$ cat config.mk
export PLATFORM = sky130hd
export DESIGN_NAME = tmc_timer_channel_mode_control
export DESIGN_NICKNAME = d
export VERILOG_FILES = /design/src/shared/tmc_pkg.sv /design/src/tmc_timer_channel_mode_control.sv
export SDC_FILE = /design/constraint.sdc
export NUM_CORES = 1
export LEC_CHECK = 0
export BUFFER_PORTS_ARGS = -buffer_cell sky130_fd_sc_hd__buf_4
export CORE_MARGIN = 2
export CORE_UTILIZATION = 60
export CTS_CLUSTER_SIZE = 30
export DETAILED_ROUTE_END_ITERATION = 12
export GPL_ROUTABILITY_DRIVEN = 0
export PLACE_DENSITY = 0.8
export SLEW_MARGIN = 30
export SYNTH_ARGS = -nofsm -noshare
export SYNTH_HDL_FRONTEND = slang
export SYNTH_SLANG_ARGS = --single-unit
export TNS_END_PERCENT = 30
$ cat constraint.sdc
create_clock -name clk_i -period 3.5 [get_ports clk_i]
set_clock_uncertainty 0.1 [all_clocks]
set_input_delay 0.7 -clock clk_i [delete_from_list [all_inputs] [get_ports clk_i]]
set_output_delay 0.7 -clock clk_i [all_outputs]
set_load 0.01 [all_outputs]
$ cat src/shared/tmc_pkg.sv
// Constants for the timer channel mode control block
package tmc_pkg;
  // =====================================================
  // Register map (byte addresses)
  localparam int AW = 8;
  localparam logic [7:0] ADDR_CFG = 8'h00;
  localparam logic [7:0] ADDR_CV0 = 8'h04;
  localparam logic [7:0] ADDR_CV1 = 8'h08;
  localparam logic [7:0] ADDR_ADD0 = 8'h0c;
  localparam logic [7:0] ADDR_ADD1 = 8'h10;
  localparam logic [7:0] ADDR_CHCTL = 8'h18;
  localparam logic [7:0] ADDR_STAT = 8'h1c;
  localparam logic [7:0] ADDR_CAP0 = 8'h20;
  localparam logic [7:0] ADDR_CAP1 = 8'h24;
  localparam logic [31:0] CHCTL_RST = 32'h0000_0000;
  localparam logic [31:0] CHCTL_WMASK = 32'hdf01_ffff;
  localparam logic [5:0] CFG_RST = 6'h00;
  localparam logic [5:0] CFG_WMASK = 6'h3f;
  localparam logic [15:0] VAL_RST = 16'h0000;
  // =====================================================
  // Field positions in the channel control word
  localparam int CH_STRIDE = 8;
  localparam int MS_LO = 0;
  localparam int MS_TOP = 30;
  localparam int FAST_BIT = 2;
  localparam int SHD_BIT = 3;
  localparam int CTL_LO = 4;
  localparam int CTL_TOP = 16;
  localparam int CLR_BIT = 7;
  localparam int PSC_LO = 2;
  localparam int FLT_LO = 4;
  // Own configuration word: enable, composite, polarity
  localparam int CFG_EN = 0;
  localparam int CFG_CPWM = 2;
  localparam int CFG_POL = 4;
  // =====================================================
  // Encodings
  localparam logic [2:0] IO_OUT = 3'h0;
  localparam logic [2:0] IO_OWN = 3'h1;
  localparam logic [2:0] IO_OTHER = 3'h2;
  localparam logic [2:0] IO_ITS = 3'h3;
  localparam logic [3:0] CC_TIMING = 4'h0;
  localparam logic [3:0] CC_SET = 4'h1;
  localparam logic [3:0] CC_CLR = 4'h2;
  localparam logic [3:0] CC_TOG = 4'h3;
  localparam logic [3:0] CC_LOW = 4'h4;
  localparam logic [3:0] CC_HIGH = 4'h5;
  localparam logic [3:0] CC_PWM0 = 4'h6;
  localparam logic [3:0] CC_PWM1 = 4'h7;
  localparam logic [3:0] CC_SPM0 = 4'h8;
  localparam logic [3:0] CC_SPM1 = 4'h9;
  localparam logic [1:0] RESP_OKAY = 2'h0;
  localparam logic [1:0] RESP_SLVERR = 2'h2;
  // =====================================================
  // Timing in clock cycles, trigger edge to output pin
  localparam int FAST_DLY = 3;
  localparam int SLOW_DLY = 5;
  localparam int TRIG_PIPE = SLOW_DLY - FAST_DLY;
endpackage

$ cat src/tmc_timer_channel_mode_control.sv
// Timer channel 0/1 mode control with AXI4-Lite register slave
`timescale 1ns/1ps
module tmc_timer_channel_mode_control
  import tmc_pkg::*;
(
  input wire logic clk_i,
  input wire logic rst_n_i,
  input wire logic [AW-1:0] s_axi_awaddr,
  input wire logic s_axi_awvalid,
  output logic s_axi_awready,
  input wire logic [31:0] s_axi_wdata,
  input wire logic [3:0] s_axi_wstrb,
  input wire logic s_axi_wvalid,
  output logic s_axi_wready,
  output logic [1:0] s_axi_bresp,
  output logic s_axi_bvalid,
  input wire logic s_axi_bready,
  input wire logic [AW-1:0] s_axi_araddr,
  input wire logic s_axi_arvalid,
  output logic s_axi_arready,
  output logic [31:0] s_axi_rdata,
  output logic [1:0] s_axi_rresp,
  output logic s_axi_rvalid,
  input wire logic s_axi_rready,
  input wire logic [15:0] counter_value_i,
  input wire logic count_down_i,
  input wire logic update_evt_i,
  input wire logic trig_edge_i,
  input wire logic internal_trigger_i,
  input wire logic ext_trigger_filtered_i,
  input wire logic chan0_in_i,
  input wire logic chan1_in_i,
  output logic chan0_reference_out_o,
  output logic chan1_reference_out_o,
  output logic chan0_output_pin_o,
  output logic chan1_output_pin_o,
  output logic chan0_capture_o,
  output logic chan1_capture_o
);
  // =====================================================
  // State
  typedef struct packed {
    logic aw_ok;
    logic [AW-1:0] awaddr;
    logic w_ok;
    logic [31:0] wdata;
    logic [3:0] wstrb;
    logic awready;
    logic wready;
    logic bvalid;
    logic [1:0] bresp;
    logic arready;
    logic rvalid;
    logic [1:0] rresp;
    logic [31:0] rdata;
    logic [5:0] cfg;
    logic [31:0] chctl;
    logic [1:0][15:0] cv_pre;
    logic [1:0][15:0] cv_act;
    logic [1:0][15:0] add;
    logic [1:0][15:0] cap;
    logic [1:0] sync1;
    logic [1:0] sync2;
    logic [1:0] filt;
    logic [1:0][3:0] fcnt;
    logic [4:0] divcnt;
    logic [1:0] src_prev;
    logic [1:0][2:0] psc;
    logic [1:0] cap_p;
    logic trig_q;
    logic [TRIG_PIPE-1:0] trig_pipe;
    logic [1:0] fired;
    logic [1:0] ref_lvl;
    logic [1:0] pin;
  } tmc_state_t;

  tmc_state_t s_q;
  tmc_state_t s_d;

  // =====================================================
  // Helpers
  function automatic logic reg_hit(input logic [AW-1:0] a);
    case (a)
      ADDR_CFG, ADDR_CV0, ADDR_CV1, ADDR_ADD0, ADDR_ADD1,
      ADDR_CHCTL, ADDR_STAT, ADDR_CAP0, ADDR_CAP1: reg_hit = 1'b1;
      default: reg_hit = 1'b0;
    endcase
  endfunction

  function automatic logic [31:0] wmerge(input logic [31:0] old,
                                         input logic [31:0] dat,
                                         input logic [3:0] strb);
    wmerge = old;
    for (int b = 0; b < 4; b++) begin
      if (strb[b]) begin
        wmerge[b*8 +: 8] = dat[b*8 +: 8];
      end
    end
  endfunction

  // Samples needed before the filtered level flips
  function automatic logic [3:0] flt_n(input logic [3:0] c);
    case (c)
      4'h0: flt_n = 4'h1;
      4'h1: flt_n = 4'h2;
      4'h2: flt_n = 4'h4;
      4'h3, 4'h5, 4'h7, 4'h9, 4'hc, 4'hf: flt_n = 4'h8;
      4'ha, 4'hd: flt_n = 4'h5;
      default: flt_n = 4'h6;
    endcase
  endfunction

  // Log2 of the input filter sampling clock divider; 0 samples every cycle
  function automatic logic [2:0] flt_div(input logic [3:0] c);
    case (c)
      4'h4, 4'h5: flt_div = 3'h1;
      4'h6, 4'h7: flt_div = 3'h2;
      4'h8, 4'h9: flt_div = 3'h3;
      4'ha, 4'hb, 4'hc: flt_div = 3'h4;
      4'hd, 4'he, 4'hf: flt_div = 3'h5;
      default: flt_div = 3'h0;
    endcase
  endfunction

  // =====================================================
  // Next state
  always_comb begin
    logic [2:0] io;
    logic [3:0] cc;
    logic [3:0] fc;
    logic [2:0] dv;
    logic [1:0] ps;
    logic [5:0] smp_en;
    logic en;
    logic up;
    logic src;
    logic p_up;
    logic p_dn;
    logic pwm0;
    logic pwm1;
    logic trig_slow;
    logic [2:0] psc_top;
    logic [31:0] wv;
    logic [1:0] wi;
    s_d = s_q;
    io = 3'h0;
    cc = 4'h0;
    fc = 4'h0;
    dv = 3'h0;
    ps = 2'h0;
    en = 1'b0;
    src = 1'b0;
    p_up = 1'b0;
    p_dn = 1'b0;
    pwm0 = 1'b0;
    pwm1 = 1'b0;
    psc_top = 3'h0;
    wv = 32'h0;
    wi = 2'h0;
    up = ~count_down_i;
    smp_en = 6'h01;
    for (int k = 1; k < 6; k++) begin
      smp_en[k] = smp_en[k-1] & s_q.divcnt[k-1];
    end
    s_d.divcnt = s_q.divcnt + 5'h01;
    s_d.sync1 = {chan1_in_i, chan0_in_i};
    s_d.sync2 = s_q.sync1;
    s_d.trig_q = trig_edge_i;
    // Slow trigger path adds stages so the pin follows in 5 cycles
    s_d.trig_pipe = {s_q.trig_pipe[TRIG_PIPE-2:0], s_q.trig_q};
    trig_slow = s_q.trig_pipe[TRIG_PIPE-1];
    s_d.cap_p = 2'b00;

    for (int i = 0; i < 2; i++) begin
      io = {s_q.chctl[MS_TOP+i], s_q.chctl[MS_LO+CH_STRIDE*i +: 2]};
      cc = {s_q.chctl[CTL_TOP+CH_STRIDE*i], s_q.chctl[CTL_LO+CH_STRIDE*i +: 3]};
      fc = s_q.chctl[FLT_LO+CH_STRIDE*i +: 4];
      ps = s_q.chctl[PSC_LO+CH_STRIDE*i +: 2];
      en = s_q.cfg[CFG_EN+i];

      // digital filter on the synchronised input
      dv = flt_div(fc);
      if (smp_en[dv]) begin
        if (s_q.sync2[i] == s_q.filt[i]) begin
          s_d.fcnt[i] = 4'h0;
        end else if (s_q.fcnt[i] + 4'h1 >= flt_n(fc)) begin
          s_d.filt[i] = s_q.sync2[i];
          s_d.fcnt[i] = 4'h0;
        end else begin
          s_d.fcnt[i] = s_q.fcnt[i] + 4'h1;
        end
      end

      case (io)
        IO_OWN: src = s_q.filt[i];
        IO_OTHER: src = s_q.filt[1-i];
        IO_ITS: src = internal_trigger_i;
        default: src = 1'b0;
      endcase
      s_d.src_prev[i] = src;

      psc_top = 3'((4'h1 << ps) - 4'h1);
      if (!en) begin
        s_d.psc[i] = 3'h0;
      end else if ((io == IO_OWN || io == IO_OTHER || io == IO_ITS)
                   && src && !s_q.src_prev[i]) begin
        if (s_q.psc[i] >= psc_top) begin
          s_d.psc[i] = 3'h0;
          s_d.cap[i] = counter_value_i;
          s_d.cap_p[i] = 1'b1;
        end else begin
          s_d.psc[i] = s_q.psc[i] + 3'h1;
        end
      end

      // shadowed compare value loads at update
      if (update_evt_i && s_q.chctl[SHD_BIT+CH_STRIDE*i]) begin
        s_d.cv_act[i] = s_q.cv_pre[i];
      end

      if (trig_slow) begin
        s_d.fired[i] = 1'b1;
      end else if (update_evt_i) begin
        s_d.fired[i] = 1'b0;
      end

      p_up = counter_value_i >= s_q.cv_act[i];
      p_dn = counter_value_i > s_q.cv_act[i];
      if (s_q.cfg[CFG_CPWM+i] && io == IO_OUT) begin
        p_up = p_up ^ (counter_value_i >= s_q.add[i]);
        p_dn = p_dn ^ (counter_value_i > s_q.add[i]);
      end
      pwm0 = up ? ~p_up : ~p_dn;
      pwm1 = ~pwm0;

      if (io == IO_OUT) begin
        case (cc)
          CC_SET: if (counter_value_i == s_q.cv_act[i]) s_d.ref_lvl[i] = 1'b1;
          CC_CLR: if (counter_value_i == s_q.cv_act[i]) s_d.ref_lvl[i] = 1'b0;
          CC_TOG: if (counter_value_i == s_q.cv_act[i]) s_d.ref_lvl[i] = ~s_q.ref_lvl[i];
          CC_LOW: s_d.ref_lvl[i] = 1'b0;
          CC_HIGH: s_d.ref_lvl[i] = 1'b1;
          // level follows the compare result; fast trigger and clear below can override it
          CC_PWM0: s_d.ref_lvl[i] = pwm0;
          CC_PWM1: s_d.ref_lvl[i] = pwm1;
          CC_SPM0: s_d.ref_lvl[i] = up ? ~s_d.fired[i] : s_d.fired[i];
          CC_SPM1: s_d.ref_lvl[i] = up ? s_d.fired[i] : ~s_d.fired[i];
          default: s_d.ref_lvl[i] = s_q.ref_lvl[i];
        endcase
        // fast trigger acts as a compare match
        if (s_q.chctl[FAST_BIT+CH_STRIDE*i] && s_q.trig_q
            && (cc == CC_PWM0 || cc == CC_PWM1)) begin
          s_d.ref_lvl[i] = (cc == CC_PWM1) ? up : ~up;
        end
        if (s_q.chctl[CLR_BIT+CH_STRIDE*i] && ext_trigger_filtered_i) begin
          s_d.ref_lvl[i] = 1'b0;
        end
      end
      s_d.pin[i] = s_q.ref_lvl[i] ^ s_q.cfg[CFG_POL+i];
    end

    // =====================================================
    // AXI4-Lite write channel
    if (s_axi_awvalid && s_q.awready) begin
      s_d.aw_ok = 1'b1;
      s_d.awaddr = s_axi_awaddr;
    end
    if (s_axi_wvalid && s_q.wready) begin
      s_d.w_ok = 1'b1;
      s_d.wdata = s_axi_wdata;
      s_d.wstrb = s_axi_wstrb;
    end
    if (s_q.bvalid && s_axi_bready) begin
      s_d.bvalid = 1'b0;
    end
    if (s_q.aw_ok && s_q.w_ok && !s_q.bvalid) begin
      s_d.aw_ok = 1'b0;
      s_d.w_ok = 1'b0;
      s_d.bvalid = 1'b1;
      s_d.bresp = reg_hit(s_q.awaddr) ? RESP_OKAY : RESP_SLVERR;
      case (s_q.awaddr)
        ADDR_CFG: begin
          wv = wmerge({26'h0, s_q.cfg}, s_q.wdata, s_q.wstrb);
          s_d.cfg = wv[5:0] & CFG_WMASK;
        end
        ADDR_CV0, ADDR_CV1: begin
          wi = (s_q.awaddr == ADDR_CV1) ? 2'h1 : 2'h0;
          wv = wmerge({16'h0, s_q.cv_pre[wi[0]]}, s_q.wdata, s_q.wstrb);
          s_d.cv_pre[wi[0]] = wv[15:0];
          // without shadow the write takes effect at once
          if (!s_q.chctl[SHD_BIT+CH_STRIDE*wi[0]]) begin
            s_d.cv_act[wi[0]] = wv[15:0];
          end
        end
        ADDR_ADD0, ADDR_ADD1: begin
          wi = (s_q.awaddr == ADDR_ADD1) ? 2'h1 : 2'h0;
          wv = wmerge({16'h0, s_q.add[wi[0]]}, s_q.wdata, s_q.wstrb);
          s_d.add[wi[0]] = wv[15:0];
        end
        ADDR_CHCTL: begin
          wv = wmerge(s_q.chctl, s_q.wdata, s_q.wstrb) & CHCTL_WMASK;
          // mode field locked while channel enabled
          for (int i = 0; i < 2; i++) begin
            if (s_q.cfg[CFG_EN+i]) begin
              wv[MS_TOP+i] = s_q.chctl[MS_TOP+i];
              wv[MS_LO+CH_STRIDE*i +: 2] = s_q.chctl[MS_LO+CH_STRIDE*i +: 2];
            end
          end
          s_d.chctl = wv;
        end
        default: ;
      endcase
    end
    s_d.awready = !s_d.aw_ok && !s_d.bvalid;
    s_d.wready = !s_d.w_ok && !s_d.bvalid;

    // =====================================================
    // AXI4-Lite read channel
    if (s_q.rvalid && s_axi_rready) begin
      s_d.rvalid = 1'b0;
    end
    if (s_axi_arvalid && s_q.arready) begin
      s_d.rvalid = 1'b1;
      s_d.rresp = reg_hit(s_axi_araddr) ? RESP_OKAY : RESP_SLVERR;
      case (s_axi_araddr)
        ADDR_CFG: s_d.rdata = {26'h0, s_q.cfg};
        ADDR_CV0: s_d.rdata = {16'h0, s_q.cv_pre[0]};
        ADDR_CV1: s_d.rdata = {16'h0, s_q.cv_pre[1]};
        ADDR_ADD0: s_d.rdata = {16'h0, s_q.add[0]};
        ADDR_ADD1: s_d.rdata = {16'h0, s_q.add[1]};
        ADDR_CHCTL: s_d.rdata = s_q.chctl;
        ADDR_STAT: s_d.rdata = {24'h0, s_q.fired, s_q.filt, s_q.pin, s_q.ref_lvl};
        ADDR_CAP0: s_d.rdata = {16'h0, s_q.cap[0]};
        ADDR_CAP1: s_d.rdata = {16'h0, s_q.cap[1]};
        default: s_d.rdata = 32'h0;
      endcase
    end
    s_d.arready = !s_d.rvalid;
  end

  // =====================================================
  // Register
  always_ff @(posedge clk_i or negedge rst_n_i) begin
    if (!rst_n_i) begin
      s_q <= '0;
      s_q.cfg <= CFG_RST;
      s_q.chctl <= CHCTL_RST;
      s_q.cv_pre <= {VAL_RST, VAL_RST};
      s_q.cv_act <= {VAL_RST, VAL_RST};
      s_q.add <= {VAL_RST, VAL_RST};
    end else begin
      s_q <= s_d;
    end
  end

  assign s_axi_awready = s_q.awready;
  assign s_axi_wready = s_q.wready;
  assign s_axi_bvalid = s_q.bvalid;
  assign s_axi_bresp = s_q.bresp;
  assign s_axi_arready = s_q.arready;
  assign s_axi_rvalid = s_q.rvalid;
  assign s_axi_rresp = s_q.rresp;
  assign s_axi_rdata = s_q.rdata;
  assign chan0_reference_out_o = s_q.ref_lvl[0];
  assign chan1_reference_out_o = s_q.ref_lvl[1];
  assign chan0_output_pin_o = s_q.pin[0];
  assign chan1_output_pin_o = s_q.pin[1];
  assign chan0_capture_o = s_q.cap_p[0];
  assign chan1_capture_o = s_q.cap_p[1];
endmodule

==> impl_metrics.csv <==
group,metric,value,unit
detailed_routing,wl_met3,2570,µm
synthesis,synth_ff_type,"dfrtp_1",
synthesis,netlist_top_cells_area,"dfrtp_1 46%, mux2_2 11%, ha_1 8.0%",
synthesis,synth.top_cell.area_share,0.461,
worst_setup_path,crit_family,"compound AO/OA/AOI/OAI gates",
clock_tree,ctsHoldBuffers,0,
synthesis,synth-seq-cells,265,
worst_setup_path,reg2reg_slack,0.28,ns
outcome,status,"finished, final reports clean",
synthesis,avgSynthCellArea,10.5,µm²
floorplanning,chipWidth,159,µm
global_route,antenna_found_initial,0,
worst_setup_path,cp_slowest_cell,"dfrtp_1",
global_route,globalRoute.totalOverflow,0,
worst_setup_path,reg2reg_depth,12,
worst_setup_path,path_class,"reg -> reg",
clock_tree,htree_levels,1,
timing,finalMaxSlewViolations,0,
finish,layout.nets,1640,
global_route,grt_pass1_vias,11349,
power_and_ir_drop,powerDensity,594,nW/µm²
synthesis,synth_top_area_cell,"dfrtp_1",
floorplanning,start_util,0.612,
synthesis,netlist_area,14400,µm²
floorplanning,core_area,23500,µm²
finish,final_core_utilization,0.698,
finish,areaGrowthSynthToFinish,14.0,%
synthesis,yosysSeqAreaShare,0.461,
global_route,grtUsageTotal,0.306,
worst_setup_path,path_max_fanout,8,
clock_tree,post_cts_buffers,0,
detailed_routing,drc,0,
timing,setup_ws,0.278,ns
placement,post-place-ws,0.198,ns
timing,post-route-period-util,0.920,
timing,fin_tns_setup,0,ns
timing,setup-violations-final,0,
detailed_routing,dr_wl_met2,18200,µm
floorplanning,core.rowCount,56,
worst_setup_path,slowest_delay,0.50,ns
worst_setup_path,crit_buf_inv,1,
worst_setup_path,reg2reg_to,"s_q[28]",
worst_setup_path,cp_data_arrival_time,3.59,ns
detailed_routing,drt_wl_total,38500,µm
floorplanning,die-area,25200,µm²
clock_tree,cts_tree,"yes",
clock_tree,clock_latency,0.55,ns
clock_tree,clkSinkCount,265,
clock_tree,cts_made_buffers,28,
detailed_routing,via_per_inst,6.26,
detailed_routing,via_count,11303,
detailed_routing,drt.antenna.violating_nets,0,
timing,maxSlewHeadroom,0.337,
power_and_ir_drop,p_leak,7.75,nW
worst_setup_path,startpoint_type,"register",
detailed_routing,drt_iter0_markers,1116,
timing,rsz0062_at_grt,"no",
worst_setup_path,required,3.87,ns
timing,fmaxAchievable,0.310,GHz
clock_tree,cts_resized,0,
finish,drive_gt1_frac,0.233,
detailed_routing,detail_route.wl_per_cell,21.3,µm
power_and_ir_drop,irDropWorstVdd,0.000501,V
power_and_ir_drop,finalPower,9.74,mW
clock_tree,cts_buffer_depth,3,
timing,period_needed,3.22,ns
timing,final-hold-violation-count,0,
timing,worst_pin_slew,0.990,ns
finish,fillers,1701,
clock_tree,ctsRootBufferMaster,"clkbuf_16",
worst_setup_path,rr_startpoint,"s_q[178]",
synthesis,yosys_warnings,0,
synthesis,yosysUniqueCellTypes,63,
synthesis,async_flop_share,1.00,
worst_setup_path,crit_chain,"inv_1 -> ha_1 -> mux2_2 -> a22o_1 -> ha_1 -> nand2b_1 -> a21o_1 -> a21o_1 -> a21oi_1 -> nand2_1 -> or2_2 -> o21ai_0",
run,maxCapViolations,0,
floorplanning,io_pins,129,
finish,final_area,16400,µm²
synthesis,syn_inst,1371,
placement,port_buffers,110,
global_route,grt_pass1_wl,61400,µm
synthesis,synth_edf_count,0,
detailed_routing,dr.pass1.iters,9,
detailed_routing,routed.top_layer,"met4",
global_route,grt_max_degree,87,
floorplanning,die_h,159,µm
min_path,hold_path_class,"in -> async",
clock_tree,clk_pin_slew,0.06,ns
worst_setup_path,crit_path_end_kind,"register",
placement,placed_area,15400,µm²
finish,diodes,0,
detailed_routing,m1WireLength,15600,µm
placement,dp_hpwl,27400,µm
## flip-flops by register name, summed over array words and instances (netlist names)
register	count
s_axi_rresp	1
chan1_output_pin_o	1
s_axi_wready	1
chan0_capture_o	1
s_axi_bvalid	1
s_axi_awready	1
s_axi_bresp	1
chan1_capture_o	1
s_axi_rdata	24
s_d	4
s_axi_arready	1
chan1_reference_out_o	1
s_q	224
chan0_output_pin_o	1
s_axi_rvalid	1
chan0_reference_out_o	1
## area by class of cell
cell class              count  area (µm²)  area share
repair buffers            143        1110      0.0675
well taps                 319         399      0.0244
clock inverters            14         148     0.00901
multi-input cells         950        7000       0.427
clock buffers              37         806      0.0492
inverters                  78         293      0.0179
flip-flops and latches    265        6630       0.405
## synth_stat cells (all sizes together), types with 2 or more instances
master,n
dfrtp,265
mux2,138
nand2,123
o21ai,113
ha,92
inv,78
a21oi,73
nor2,55
buf,46
clkbuf,41
a22o,33
a22oi,33
nand3,32
mux2i,30
a211oi,22
nand4,22
nand2b,20
and3,16
a222oi,14
nor2b,14
o21a,14
a21o,11
nor3,11
xnor2,9
xor2,7
a221oi,6
nor4,6
or2,6
o22ai,5
o211ai,4
a2111oi,3
a31oi,3
and4b,3
nand3b,3
nor3b,3
nor4b,2
o2111ai,2
## through the flow
stage                     std cells  hold WS (ns)
after global routing           1806         0.114
after floorplan                1380         0.231
after CTS                      1806        0.0919
final                          1806        0.0716
after global placement         1755         0.233
after detailed placement       1755         0.239
## worst max-delay path by stage
stage / startpoint / depth (start not counted) / end / slack [ns]
2_1_floorplan: counter_value_i[15] / 10 / chan0_reference_out_o / 0.63
3_3_place_gp: counter_value_i[1] / 11 / chan1_reference_out_o / 0.22
3_5_place_dp: counter_value_i[1] / 11 / chan1_reference_out_o / 0.20
4_1_cts: s_q[178] / 12 / s_q[28] / 0.34
5_1_grt: s_q[178] / 12 / s_q[28] / 0.09
6_report: s_q[178] / 12 / s_q[28] / 0.28
## logic make-up after synthesis
kind of cell	after synthesis	share of synthesized area
XOR/XNOR	16	0.00975
AND/OR/NAND/NOR	320	0.110
AO/OA/AOI/OAI	344	0.155
multiplexers	168	0.129
buffers and inverters	165	0.0542
flip-flops	265	0.461
adder cells (fa/ha/maj)	92	0.0801
other	1	0.000261
## metal layers
layer  track usage  vias up
met1         0.402     5557
met5             0        -
li1              -     5132
met2         0.496      479
met4         0.153        0
met3        0.0462      135
## power by group
group	switching, mW	internal [mW]	total (mW)	leakage [nW]
clock	1.24	1.83	3.07	0.479
sequential	0.689	3.63	4.32	3.47
combinational	1.26	1.09	2.35	3.80
total	3.19	6.55	9.74	7.75
## cells in the final DEF (no fill, tap or decap), drive strengths merged, types with 7 or more instances in the layout
cell type	netlist	layout
a211oi	22	22
a21o	11	11
a21oi	73	73
a222oi	14	14
a22o	33	33
a22oi	33	33
and3	16	16
buf	46	143
clkbuf	41	37
clkinv	0	10
conb	1	10
dfrtp	265	265
ha	92	92
inv	78	78
mux2	138	138
mux2i	30	30
nand2	123	123
nand2b	20	20
nand3	32	32
nand4	22	22
nor2	55	55
nor2b	14	14
nor3	11	11
o21a	14	14
o21ai	113	113
xnor2	9	9
xor2	7	7
No activity file was read; power rests on OpenSTA's default activity.
